--- src/pwc_pkg.sv ---
package pwc_pkg;

   // ****************************************
   // register byte offsets
   // ****************************************
   localparam logic [7:0] OFF_CTRL_ZERO = 8'h00;
   localparam logic [7:0] OFF_CTRL_ONE = 8'h04;
   localparam logic [7:0] OFF_OUT_CTL = 8'h08;
   localparam logic [7:0] OFF_EDGE_SEL = 8'h0C;
   localparam logic [7:0] OFF_EXT_IN_CTL = 8'h10;
   localparam logic [7:0] OFF_OPT_ZERO = 8'h14;
   localparam logic [7:0] OFF_CNT_BUF = 8'h18;
   localparam logic [7:0] OFF_CAP_ZERO = 8'h1C;
   localparam logic [7:0] OFF_CAP_ONE = 8'h20;
   localparam logic [7:0] OFF_IRQ_STAT = 8'h24;
   localparam logic [7:0] OFF_IRQ_MASK = 8'h28;

   // ****************************************
   // fields and values
   // ****************************************
   localparam int unsigned CE_BIT = 7;
   localparam int unsigned EXT_CLK_BIT = 6;
   localparam int unsigned OVF_BIT = 0;
   localparam logic [2:0] MODE_PULSE_WIDTH = 3'h6;
   localparam logic [15:0] CNT_CLEAR = 16'h0000;
   localparam logic [15:0] CNT_MAX = 16'hFFFF;
   localparam logic [7:0] BYTE_ZERO = 8'h00;
   localparam logic [31:0] WORD_ZERO = 32'h0000_0000;
   localparam logic [1:0] RESP_OKAY = 2'h0;
   localparam logic [1:0] RESP_SLVERR = 2'h2;
   localparam int unsigned IRQ_CAP0 = 0;
   localparam int unsigned IRQ_CAP1 = 1;
   localparam int unsigned IRQ_OVF = 2;
   localparam int unsigned IRQ_W = 3;

   // ****************************************
   // types
   // ****************************************
   typedef enum logic [1:0] {
      PWC_EDGE_NONE,
      PWC_EDGE_RISE,
      PWC_EDGE_FALL,
      PWC_EDGE_BOTH
   } pwc_edge_t;

   typedef struct packed {
      pwc_edge_t pin1;
      pwc_edge_t pin0;
   } pwc_edge_cfg_t;

   typedef struct packed {
      logic level1;
      logic enable1;
      logic level0;
      logic enable0;
   } pwc_out_ctl_t;

endpackage : pwc_pkg

--- src/pwc_edge_sync.sv ---
`timescale 1ns/10ps
`default_nettype none
module pwc_edge_sync
   import pwc_pkg::*;
(
   input wire logic ref_clk_i,
   input wire logic reset_n_i,
   input wire logic pin_i,
   input wire pwc_edge_t sel_i,
   output logic edge_o,
   output logic rise_o
);

   // ****************************************
   // two-flop synchroniser, then edge compare
   // ****************************************
   logic meta_reg;
   logic sync_reg;
   logic prev_reg;
   logic rise;
   logic fall;

   always_ff @(posedge ref_clk_i or negedge reset_n_i) begin
      if (!reset_n_i) begin
         meta_reg <= 1'b0;
         sync_reg <= 1'b0;
         prev_reg <= 1'b0;
      end else begin
         meta_reg <= pin_i;
         sync_reg <= meta_reg;
         prev_reg <= sync_reg;
      end
   end

   assign rise = sync_reg & ~prev_reg;
   assign fall = ~sync_reg & prev_reg;
   assign rise_o = rise;
   assign edge_o = (sel_i == PWC_EDGE_RISE) ? rise :
                   (sel_i == PWC_EDGE_FALL) ? fall :
                   (sel_i == PWC_EDGE_BOTH) ? (rise | fall) : 1'b0;

endmodule : pwc_edge_sync
`default_nettype wire

--- src/pwc_tick_gen.sv ---
`timescale 1ns/10ps
`default_nettype none
module pwc_tick_gen #(
   parameter int unsigned DIV_W = 8
) (
   input wire logic ref_clk_i,
   input wire logic reset_n_i,
   input wire logic en_i,
   input wire logic [2:0] div_sel_i,
   input wire logic ext_sel_i,
   input wire logic ext_rise_i,
   output logic tick_o
);

   // ****************************************
   // count clock: power-of-two divider or pin
   // ****************************************
   logic [DIV_W-1:0] div_reg;
   logic [DIV_W-1:0] div_mask;

   // divider restarts while the count is stopped, not on a capture, so the first tick is predictable
   always_ff @(posedge ref_clk_i or negedge reset_n_i) begin
      if (!reset_n_i) begin
         div_reg <= '0;
      end else if (!en_i) begin
         div_reg <= '0;
      end else begin
         div_reg <= div_reg + 1'b1;
      end
   end

   assign div_mask = ~({DIV_W{1'b1}} << div_sel_i);
   assign tick_o = en_i & (ext_sel_i ? ext_rise_i : ((div_reg & div_mask) == div_mask));

endmodule : pwc_tick_gen
`default_nettype wire

--- src/pwc_timer.sv ---
`timescale 1ns/10ps
`default_nettype none
module pwc_timer
   import pwc_pkg::*;
#(
   parameter int unsigned DIV_W = 8
) (
   input wire logic ref_clk_i,
   input wire logic reset_n_i,
   input wire logic [7:0] s_axi_awaddr_i,
   input wire logic s_axi_awvalid_i,
   output logic s_axi_awready_o,
   input wire logic [31:0] s_axi_wdata_i,
   input wire logic [3:0] s_axi_wstrb_i,
   input wire logic s_axi_wvalid_i,
   output logic s_axi_wready_o,
   output logic [1:0] s_axi_bresp_o,
   output logic s_axi_bvalid_o,
   input wire logic s_axi_bready_i,
   input wire logic [7:0] s_axi_araddr_i,
   input wire logic s_axi_arvalid_i,
   output logic s_axi_arready_o,
   output logic [31:0] s_axi_rdata_o,
   output logic [1:0] s_axi_rresp_o,
   output logic s_axi_rvalid_o,
   input wire logic s_axi_rready_i,
   input wire logic capture_input_zero_i,
   input wire logic capture_input_one_i,
   output logic [1:0] timer_output_pin_o,
   output logic [1:0] capture_irq_o,
   output logic overflow_irq_o,
   output logic irq_o
);

   // ****************************************
   // helpers
   // ****************************************
   function automatic logic is_mapped(input logic [7:0] a);
      is_mapped = (a == OFF_CTRL_ZERO) || (a == OFF_CTRL_ONE) || (a == OFF_OUT_CTL) ||
                  (a == OFF_EDGE_SEL) || (a == OFF_EXT_IN_CTL) || (a == OFF_OPT_ZERO) ||
                  (a == OFF_CNT_BUF) || (a == OFF_CAP_ZERO) || (a == OFF_CAP_ONE) ||
                  (a == OFF_IRQ_STAT) || (a == OFF_IRQ_MASK);
   endfunction : is_mapped

   function automatic logic [15:0] merge16(input logic [15:0] old, input logic [31:0] d,
                                          input logic [3:0] s);
      merge16 = {s[1] ? d[15:8] : old[15:8], s[0] ? d[7:0] : old[7:0]};
   endfunction : merge16

   // ****************************************
   // declarations
   // ****************************************
   logic aw_full_reg, aw_full_next, w_full_reg, w_full_next;
   logic awready_reg, wready_reg, bvalid_reg, bvalid_next;
   logic [1:0] bresp_reg;
   logic [7:0] waddr_reg;
   logic [31:0] wdata_reg;
   logic [3:0] wstrb_reg;
   logic arready_reg, rvalid_reg, rvalid_next;
   logic [31:0] rdata_reg, rd_mux;
   logic [1:0] rresp_reg;
   logic aw_take, w_take, do_write, ar_take;
   logic wr_ctrl0, wr_ctrl1, wr_out, wr_edge, wr_ext, wr_opt, wr_cap0, wr_cap1;
   logic wr_stat, wr_mask;
   logic [7:0] ctrl0_reg, ctrl1_reg, ext_ctl_reg;
   pwc_out_ctl_t out_ctl_reg;
   pwc_edge_cfg_t edge_cfg_reg;
   logic [15:0] cnt_reg, cnt_next, cap0_reg, cap0_next, cap1_reg, cap1_next;
   logic ovf_flag_reg, ovf_flag_next, opt_clr;
   logic [IRQ_W-1:0] stat_reg, stat_next, stat_set, stat_clr, mask_reg;
   logic run, ext_sel, tick, started_reg;
   logic edge0, edge1, rise0, cap0_evt, cap1_evt, cap_any, ovf_evt;
   logic [1:0] pin_reg, pin_next, cap_irq_reg;
   logic ovf_irq_reg, irq_reg;

   // ****************************************
   // bus slave, write side
   // ****************************************
   assign aw_take = s_axi_awvalid_i & awready_reg;
   assign w_take = s_axi_wvalid_i & wready_reg;
   assign do_write = aw_full_reg & w_full_reg & ~bvalid_reg;
   assign aw_full_next = aw_take | (aw_full_reg & ~do_write);
   assign w_full_next = w_take | (w_full_reg & ~do_write);
   assign bvalid_next = do_write | (bvalid_reg & ~s_axi_bready_i);

   always_ff @(posedge ref_clk_i or negedge reset_n_i) begin
      if (!reset_n_i) begin
         aw_full_reg <= 1'b0;
         w_full_reg <= 1'b0;
         awready_reg <= 1'b0;
         wready_reg <= 1'b0;
         bvalid_reg <= 1'b0;
         bresp_reg <= RESP_OKAY;
         waddr_reg <= BYTE_ZERO;
         wdata_reg <= WORD_ZERO;
         wstrb_reg <= 4'h0;
      end else begin
         aw_full_reg <= aw_full_next;
         w_full_reg <= w_full_next;
         awready_reg <= ~aw_full_next;
         wready_reg <= ~w_full_next;
         bvalid_reg <= bvalid_next;
         if (do_write) begin
            bresp_reg <= is_mapped(waddr_reg) ? RESP_OKAY : RESP_SLVERR;
         end
         if (aw_take) begin
            waddr_reg <= s_axi_awaddr_i;
         end
         if (w_take) begin
            wdata_reg <= s_axi_wdata_i;
            wstrb_reg <= s_axi_wstrb_i;
         end
      end
   end

   assign wr_ctrl0 = do_write & (waddr_reg == OFF_CTRL_ZERO) & wstrb_reg[0];
   assign wr_ctrl1 = do_write & (waddr_reg == OFF_CTRL_ONE) & wstrb_reg[0];
   assign wr_out = do_write & (waddr_reg == OFF_OUT_CTL) & wstrb_reg[0];
   assign wr_edge = do_write & (waddr_reg == OFF_EDGE_SEL) & wstrb_reg[0];
   assign wr_ext = do_write & (waddr_reg == OFF_EXT_IN_CTL) & wstrb_reg[0];
   assign wr_opt = do_write & (waddr_reg == OFF_OPT_ZERO) & wstrb_reg[0];
   assign wr_cap0 = do_write & (waddr_reg == OFF_CAP_ZERO);
   assign wr_cap1 = do_write & (waddr_reg == OFF_CAP_ONE);
   assign wr_stat = do_write & (waddr_reg == OFF_IRQ_STAT) & wstrb_reg[0];
   assign wr_mask = do_write & (waddr_reg == OFF_IRQ_MASK) & wstrb_reg[0];

   // ****************************************
   // bus slave, read side
   // ****************************************
   assign ar_take = s_axi_arvalid_i & arready_reg;
   assign rvalid_next = ar_take | (rvalid_reg & ~s_axi_rready_i);

   assign rd_mux = (s_axi_araddr_i == OFF_CTRL_ZERO) ? {24'h00_0000, ctrl0_reg} :
                   (s_axi_araddr_i == OFF_CTRL_ONE) ? {24'h00_0000, ctrl1_reg} :
                   (s_axi_araddr_i == OFF_OUT_CTL) ? {28'h000_0000, out_ctl_reg} :
                   (s_axi_araddr_i == OFF_EDGE_SEL) ? {28'h000_0000, edge_cfg_reg} :
                   (s_axi_araddr_i == OFF_EXT_IN_CTL) ? {24'h00_0000, ext_ctl_reg} :
                   (s_axi_araddr_i == OFF_OPT_ZERO) ? {31'h0000_0000, ovf_flag_reg} :
                   (s_axi_araddr_i == OFF_CNT_BUF) ? {16'h0000, cnt_reg} :
                   (s_axi_araddr_i == OFF_CAP_ZERO) ? {16'h0000, cap0_reg} :
                   (s_axi_araddr_i == OFF_CAP_ONE) ? {16'h0000, cap1_reg} :
                   (s_axi_araddr_i == OFF_IRQ_STAT) ? {29'h0000_0000, stat_reg} :
                   (s_axi_araddr_i == OFF_IRQ_MASK) ? {29'h0000_0000, mask_reg} :
                   WORD_ZERO;

   always_ff @(posedge ref_clk_i or negedge reset_n_i) begin
      if (!reset_n_i) begin
         arready_reg <= 1'b0;
         rvalid_reg <= 1'b0;
         rdata_reg <= WORD_ZERO;
         rresp_reg <= RESP_OKAY;
      end else begin
         arready_reg <= ~rvalid_next;
         rvalid_reg <= rvalid_next;
         if (ar_take) begin
            rdata_reg <= rd_mux;
            rresp_reg <= is_mapped(s_axi_araddr_i) ? RESP_OKAY : RESP_SLVERR;
         end
      end
   end

   // ****************************************
   // configuration registers
   // ****************************************
   // ext control stored, never read by logic
   always_ff @(posedge ref_clk_i or negedge reset_n_i) begin
      if (!reset_n_i) begin
         ctrl0_reg <= BYTE_ZERO;
         ctrl1_reg <= BYTE_ZERO;
         out_ctl_reg <= '0;
         edge_cfg_reg <= '0;
         ext_ctl_reg <= BYTE_ZERO;
         mask_reg <= '0;
      end else begin
         if (wr_ctrl0) ctrl0_reg <= wdata_reg[7:0];
         if (wr_ctrl1) ctrl1_reg <= wdata_reg[7:0];
         if (wr_out) out_ctl_reg <= pwc_out_ctl_t'(wdata_reg[3:0]);
         if (wr_edge) edge_cfg_reg <= pwc_edge_cfg_t'(wdata_reg[3:0]);
         if (wr_ext) ext_ctl_reg <= wdata_reg[7:0];
         if (wr_mask) mask_reg <= wdata_reg[IRQ_W-1:0];
      end
   end

   // ****************************************
   // count clock and capture inputs
   // ****************************************
   // mode and enable gate the count
   assign run = ctrl0_reg[CE_BIT] & (ctrl1_reg[2:0] == MODE_PULSE_WIDTH);
   assign ext_sel = ctrl1_reg[EXT_CLK_BIT];

   pwc_edge_sync u_sync0 (
      .ref_clk_i(ref_clk_i),
      .reset_n_i(reset_n_i),
      .pin_i(capture_input_zero_i),
      .sel_i(edge_cfg_reg.pin0),
      .edge_o(edge0),
      .rise_o(rise0)
   );

   pwc_edge_sync u_sync1 (
      .ref_clk_i(ref_clk_i),
      .reset_n_i(reset_n_i),
      .pin_i(capture_input_one_i),
      .sel_i(edge_cfg_reg.pin1),
      .edge_o(edge1),
      .rise_o()
   );

   pwc_tick_gen #(
      .DIV_W(DIV_W)
   ) u_tick (
      .ref_clk_i(ref_clk_i),
      .reset_n_i(reset_n_i),
      .en_i(run),
      .div_sel_i(ctrl0_reg[2:0]),
      .ext_sel_i(ext_sel),
      .ext_rise_i(rise0),
      .tick_o(tick)
   );

   // input zero is the clock when ext_sel is set, and then never a trigger
   assign cap0_evt = run & edge0 & ~ext_sel;
   assign cap1_evt = run & edge1;
   assign cap_any = cap0_evt | cap1_evt;
   // overflow only when no capture clears first
   assign ovf_evt = run & tick & ~cap_any & (cnt_reg == CNT_MAX);

   // ****************************************
   // counter and capture registers
   // ****************************************
   // capture and clear take priority
   assign cnt_next = !run ? CNT_CLEAR :
                     cap_any ? CNT_CLEAR :
                     tick ? cnt_reg + 16'h0001 : cnt_reg;
   // capture beats a software write landing in the same cycle
   assign cap0_next = cap0_evt ? cnt_reg : wr_cap0 ? merge16(cap0_reg, wdata_reg, wstrb_reg) : cap0_reg;
   assign cap1_next = cap1_evt ? cnt_reg : wr_cap1 ? merge16(cap1_reg, wdata_reg, wstrb_reg) : cap1_reg;

   // write with bit0 clear drops the flag
   assign opt_clr = wr_opt & ~wdata_reg[OVF_BIT];
   assign ovf_flag_next = ovf_evt | (ovf_flag_reg & ~opt_clr);

   always_ff @(posedge ref_clk_i or negedge reset_n_i) begin
      if (!reset_n_i) begin
         cnt_reg <= CNT_CLEAR;
         cap0_reg <= CNT_CLEAR;
         cap1_reg <= CNT_CLEAR;
         ovf_flag_reg <= 1'b0;
      end else begin
         cnt_reg <= cnt_next;
         cap0_reg <= cap0_next;
         cap1_reg <= cap1_next;
         ovf_flag_reg <= ovf_flag_next;
      end
   end

   // ****************************************
   // interrupts
   // ****************************************
   assign stat_set = {ovf_evt, cap1_evt, cap0_evt};
   assign stat_clr = wr_stat ? wdata_reg[IRQ_W-1:0] : '0;
   assign stat_next = stat_set | (stat_reg & ~stat_clr);

   always_ff @(posedge ref_clk_i or negedge reset_n_i) begin
      if (!reset_n_i) begin
         stat_reg <= '0;
         irq_reg <= 1'b0;
         cap_irq_reg <= 2'h0;
         ovf_irq_reg <= 1'b0;
      end else begin
         stat_reg <= stat_next;
         irq_reg <= |(stat_next & mask_reg);
         cap_irq_reg <= {cap1_evt, cap0_evt};
         ovf_irq_reg <= ovf_evt;
      end
   end

   // ****************************************
   // timer output pins
   // ****************************************
   // level, inverted while running when enabled; no toggling
   assign pin_next[0] = out_ctl_reg.level0 ^ (out_ctl_reg.enable0 & started_reg);
   assign pin_next[1] = out_ctl_reg.level1 ^ (out_ctl_reg.enable1 & started_reg);

   always_ff @(posedge ref_clk_i or negedge reset_n_i) begin
      if (!reset_n_i) begin
         started_reg <= 1'b0;
         pin_reg <= 2'h0;
      end else begin
         started_reg <= run;
         pin_reg <= pin_next;
      end
   end

   assign s_axi_awready_o = awready_reg;
   assign s_axi_wready_o = wready_reg;
   assign s_axi_bvalid_o = bvalid_reg;
   assign s_axi_bresp_o = bresp_reg;
   assign s_axi_arready_o = arready_reg;
   assign s_axi_rvalid_o = rvalid_reg;
   assign s_axi_rdata_o = rdata_reg;
   assign s_axi_rresp_o = rresp_reg;
   assign timer_output_pin_o = pin_reg;
   assign capture_irq_o = cap_irq_reg;
   assign overflow_irq_o = ovf_irq_reg;
   assign irq_o = irq_reg;
endmodule : pwc_timer
`default_nettype wire

--- config.mk ---
export PLATFORM = sky130hd
export DESIGN_NAME = pwc_timer
export DESIGN_NICKNAME = d
export VERILOG_FILES = /design/src/pwc_pkg.sv /design/src/pwc_edge_sync.sv /design/src/pwc_tick_gen.sv /design/src/pwc_timer.sv
export SDC_FILE = /design/constraint.sdc
export NUM_CORES = 1
export LEC_CHECK = 0
export BUFFER_PORTS_ARGS = -buffer_cell sky130_fd_sc_hd__buf_2
export CORE_UTILIZATION = 45
export CTS_CLUSTER_DIAMETER = 150
export CTS_CLUSTER_SIZE = 30
export DETAILED_ROUTE_END_ITERATION = 8
export PLACE_DENSITY_LB_ADDON = 0.05
export REMOVE_ABC_BUFFERS = 1
export SLEW_MARGIN = 20
export SYNTH_ARGS = -nofsm -noshare
export SYNTH_HDL_FRONTEND = slang
export SYNTH_HIERARCHICAL = 1
export SYNTH_SLANG_ARGS = --single-unit
--- constraint.sdc ---
create_clock -name ref_clk_i -period 2.3 [get_ports ref_clk_i]
set_input_delay 0.115 -clock ref_clk_i [delete_from_list [all_inputs] [get_ports ref_clk_i]]
set_output_delay 0.115 -clock ref_clk_i [all_outputs]
set_load 0.005 [all_outputs]
Word level (Yosys, flattened, before mapping):

Index checks and enable logic that the tools add are counted.

* register bits: 177
* input port bits: 61
* word-level logic and storage cells: 213

* add/sub/neg operators: 2
* equal/unequal tests: 30
* shift-type cells: 1
* multiplexer cells: 31
* bitwise operators: 74
* reductions and logical operators: 33

Operators by type and width (count)
* $mux W16: 16
* $eq A8 B5 Y1 const B: 8
* $eq A8 B6 Y1 const B: 6
* $and A1 B1 Y1: 43
* $eq A8 B4 Y1 const B: 4
* $mux W8: 3
* $logic_or A1 B1 Y1: 20
* $add A16 B1 Y16 const B: 1
* $eq A16 B16 Y1 const B: 1
* $eq A8 B3 Y1 const B: 2
* $logic_not A8 Y1: 2
* $not A1 Y1: 15
* $reduce_bool A2 Y1: 6
* $mux W3: 3
* $add A8 B1 Y8 const B: 1
* $and A8 B8 Y8: 1
* $eq A2 B2 Y1 const B: 4
* $eq A8 B8 Y1: 1
* $not A8 Y8: 1
* $or A1 B1 Y1: 8
* $reduce_and A2 Y1: 4
* $shl A8 B3 Y8 const A: 1
* $mux W1: 7
* $and A3 B3 Y3: 2
* 8 further kinds: 11

Logic depth before layout (Yosys ltp):

* depth in word-level cells: 15
* depth in mapped cells: 12
* mapped depth without buffers: 10

Modules after synthesis:

The synthesis kept the hierarchy.

By module, submodules not included
* pwc_timer: times used 1, cells each 648, area an instance 6922.9 µm², sequential area each 3628.5 µm²
* pwc_tick_gen: times used 1, cells each 40, area an instance 384.1 µm², sequential area each 175.2 µm²
* pwc_edge_sync: times used 2, cells each 12, area an instance 133.9 µm², sequential area each 75.1 µm²

Least setup slack after synthesis:

Ideal clock, no wire load.

* kind: register -> register
* from: register ctrl1_reg[0]
* to: register cnt_reg[15]
* library setup time: 0.078 ns
* arrival: 2.121 ns
* data required time: 2.222 ns
* setup slack: 0.101 ns
* stages on the path, launching flop included: 11
* cell sequence: dfrtp_1 nand4b_1 inv_1 o211ai_1 a21oi_1 a31o_1 nand4_1 nor2_1 nand2_1 or3_1 a21oi_1

* elaborated cells on any way between the ends: 10
* those cells by class: 2 x eq/ne; 2 x mux; 6 x bitwise

RTL lines
* from (decl): line pwc_timer.sv:65 `logic [7:0] ctrl0_reg, ctrl1_reg, ext_ctl_reg;`
* from (signal assigned): line pwc_timer.sv:176 `if (wr_ctrl1) ctrl1_reg <= wdata_reg[7:0];`
* $eq A3 B3 Y1: line pwc_timer.sv:188 `assign run = ctrl0_reg[CE_BIT] & (ctrl1_reg[2:0] == MODE_PULSE_WIDTH);`
* $and A1 B1 Y1: line pwc_timer.sv:188
* net run: line pwc_timer.sv:71 `logic run, ext_sel, tick, started_reg;`
* $and A1 B1 Y1: line pwc_tick_gen.sv:33 `assign tick_o = en_i & (ext_sel_i ? ext_rise_i : ((div_reg & div_mask) == div_mask));`
* net tick: line pwc_timer.sv:71
* $ne A3 B1 Y1 (no line)
* to (signal assigned): line pwc_timer.sv:250 `cnt_reg <= cnt_next;`
* to (decl): line pwc_timer.sv:68 `logic [15:0] cnt_reg, cnt_next, cap0_reg, cap0_next, cap1_reg, cap1_next;`

The timed path passes the listed nets, and every way through them passes these cells.
A chain may end at the register's enable or synchronous reset.

Worst setup path in the final report:

* from: register ctrl1_reg[0]
* to: register cnt_reg[9]

Same word-level chain as after synthesis.

==> impl_metrics.ini <==
[critical_path]
arrival_ns = 2.42
cpLargestDelayFamily = simple AND/OR/NAND/NOR gates
crit_slowest_cell = dfrtp_1
cp-start-kind = flop
crit_type = flop to flop
path_cells = nand4b_1, inv_2, o211ai_1, a21oi_1, a31o_2, nand4_1, nor2_2, buf_4, and3_1, xnor2_1, nor2_1
path_buf_inv = 2
critPathCaptureType = flop
cp.required_ns = 2.59
crit_path_max_fanout = 5
slowest_delay_ns = 0.39

[die]
die-area_sq_um = 17400
num_rows = 47
ios = 108
die_x_um = 132
core_area_sq_um = 16500
die_h_um = 132
start_util_pct = 45.8

[pwr]
finalPower_mw = 7.79
p_leak_nw = 4.35
cellPowerDensity_nw_per_um2 = 851
peakVddDrop_mv = 0.703

[global_route]
first_global_vias = 5778
grt_max_degree = 60
antenna_found_initial = 0
grt_use_total_pct = 22.5
overflow = 0
grt_pass1_wl_um = 30200

[clock_network]
cts.clk_slew.worst_paths_ns = 0.06
cts_tree = built
htree_levels = 4
clk_latency_ns = 0.43
clock-sinks = 158
cts-root-buf = clkbuf_16
cts_buffer_depth = 2
cts_buffers = 17
cts_setup_buffers = 0

[yosys]
yosys.area.top_type = dfrtp_1
yosysSeqAreaShare_pct = 52.2
synth_area_per_cell_sq_um = 10.6
ys_ff_latch = 158
netlist_top_cells_area = dfrtp_1 (52%), mux2_2 (9.2%), mux2i_1 (5.8%), o21ai_0 (3.6%), nand2_1 (3.5%)
synth.top_cell.area_share_pct = 52.2
syn_area_sq_um = 7570
ys_top_cells_by_count = dfrtp_1 (158), nand2_1 (70), mux2_2 (62)
synthFlopType = dfrtp_1
yosysMostFrequentCell = dfrtp_1
synth_warnings = 6
synth_edf_count = 0
syn-instance-count = 712
synthArstFlopShare_pct = 100
ys_types = 57

[placed_design]
dp_slack_ns = 0.109
hpwl_um = 13000
gp_routability_congestion = 0.850
numPortBuffers = 71

[drt]
vias = 5711
routed_wl_um = 18600
via_per_inst = 5.39
antenna_left = 0
route.met3.wl_um = 812
wl_per_cell_um = 17.5
top_layer = met4
m1WireLength_um = 8680
drt_iter0_markers = 401
wl_met2_um = 8700
drc = 0
drt-pass1-iter-count = 4

[flow_run]
maxCapViolations = 0

[sta]
worstMarginPinSlew_ns = 0.619
hold_ws_ns = 0.0840
clock_skew_ns = 0.00809
slew_headroom_pct = 58.7
tns_ns = 0
fin_crit_sh_pct = 92.5
worst_slack_ns = 0.172
finalCriticalPeriod_ns = 2.13
fmax_mhz = 470
hold_viol = 0
setup_viol = 0
slew_violations = 0

[cells_and_area]
drive_above_1_share_pct = 24.0
synthToLayoutAreaGrowth_pct = 20.9
antennaDiodeCount = 0
final_nets = 897
post-route-util_pct = 55.4

[run_status]
status = complete, no violations

[hold_path]
hold_path_class = input port to flop
-- path summary, 6_finish.rpt --
path                                         from  depth (start not counted)  slack (ns)           endpoint
worst max-delay path                 ctrl1_reg[0]                         11        0.17         cnt_reg[9]
worst min-delay path            s_axi_araddr_i[5]                          3        0.08   s_axi_rresp_o[1]
worst max register to register       ctrl1_reg[0]                         11        0.17         cnt_reg[9]
worst min register to register   u_sync0/meta_reg                          0        0.35   u_sync0/sync_reg
max in group asynchronous               reset_n_i                          3        1.28       cap0_reg[13]
min in group asynchronous               reset_n_i                          2        0.24  u_tick/div_reg[3]
-- tightest hold or removal path, cell delays in order --
cell,delay (ns)
buf_2,0.17
o21ai_0,0.10
a31oi_1,0.08
-- power breakdown --
part / switching (mW) / internal [mW]
clock network: 1.06 / 1.77
logic: 0.556 / 0.641
registers: 0.526 / 3.24
-- layout by cell type, fill, tap and decap left out, types with 8 or more instances in the layout --
cell	count
a31oi_1	8
nand2_1	70
nand4_1	10
nor3_1	10
nor2b_1	11
mux2_2	62
dlygate4sd3_1	31
xnor2_1	10
buf_2	70
a21oi_1	34
nor2_1	46
clkbuf_16	17
conb_1	18
inv_1	21
mux2i_1	44
buf_4	27
o21ai_0	55
xor2_1	10
dfrtp_1	158
o21ai_1	12
and2_1	8
nand3_1	10
-- final cells by class --
type | instances | area, sq um
fill | 1468 | 7370
sequential | 158 | 3950
multi-input combinational | 499 | 3340
timing repair buffer | 131 | 915
clock buffer | 22 | 474
tap | 220 | 275
clock inverter | 7 | 113
inverter | 23 | 86.3
-- timing repair --
action | in CTS | in global routing
endpoints found under the setup margin | 0 | 15
hold buffers | 31 | 0
hold endpoints to repair | 87 | 0
gates resized for setup | 0 | 5
-- layer usage --
| metal | vias to the layer above | track usage, % |
|---|---|---|
| met5 | - | 0 |
| met4 | 0 | 7.24 |
| met3 | 24 | 5.27 |
| met2 | 128 | 35.9 |
| met1 | 2837 | 30.3 |
| li1 | 2722 | - |
-- logic make-up (layout without fill, tap and decap cells) --
| family | count (synthesis) | count (layout) | synth area share [%] |
|---|---|---|---|
| AO/OA/AOI/OAI | 145 | 145 | 11.1 |
| XOR/XNOR | 20 | 20 | 2.31 |
| adder cells (fa/ha/maj) | 6 | 6 | 0.991 |
| buffers and inverters | 72 | 183 | 4.64 |
| flip-flops | 158 | 158 | 52.2 |
| multiplexers | 107 | 107 | 15.3 |
| other | 1 | 18 | 0.0495 |
| AND/OR/NAND/NOR | 203 | 203 | 13.4 |
-- per-stage QoR --
step	area, sq um	instances
floorplan	7370	680
global placement	8250	1000
detailed placement	8250	1000
CTS	9150	1060
global route	9160	1060
finish	9160	1060
Power figures use the tool's default switching activity.
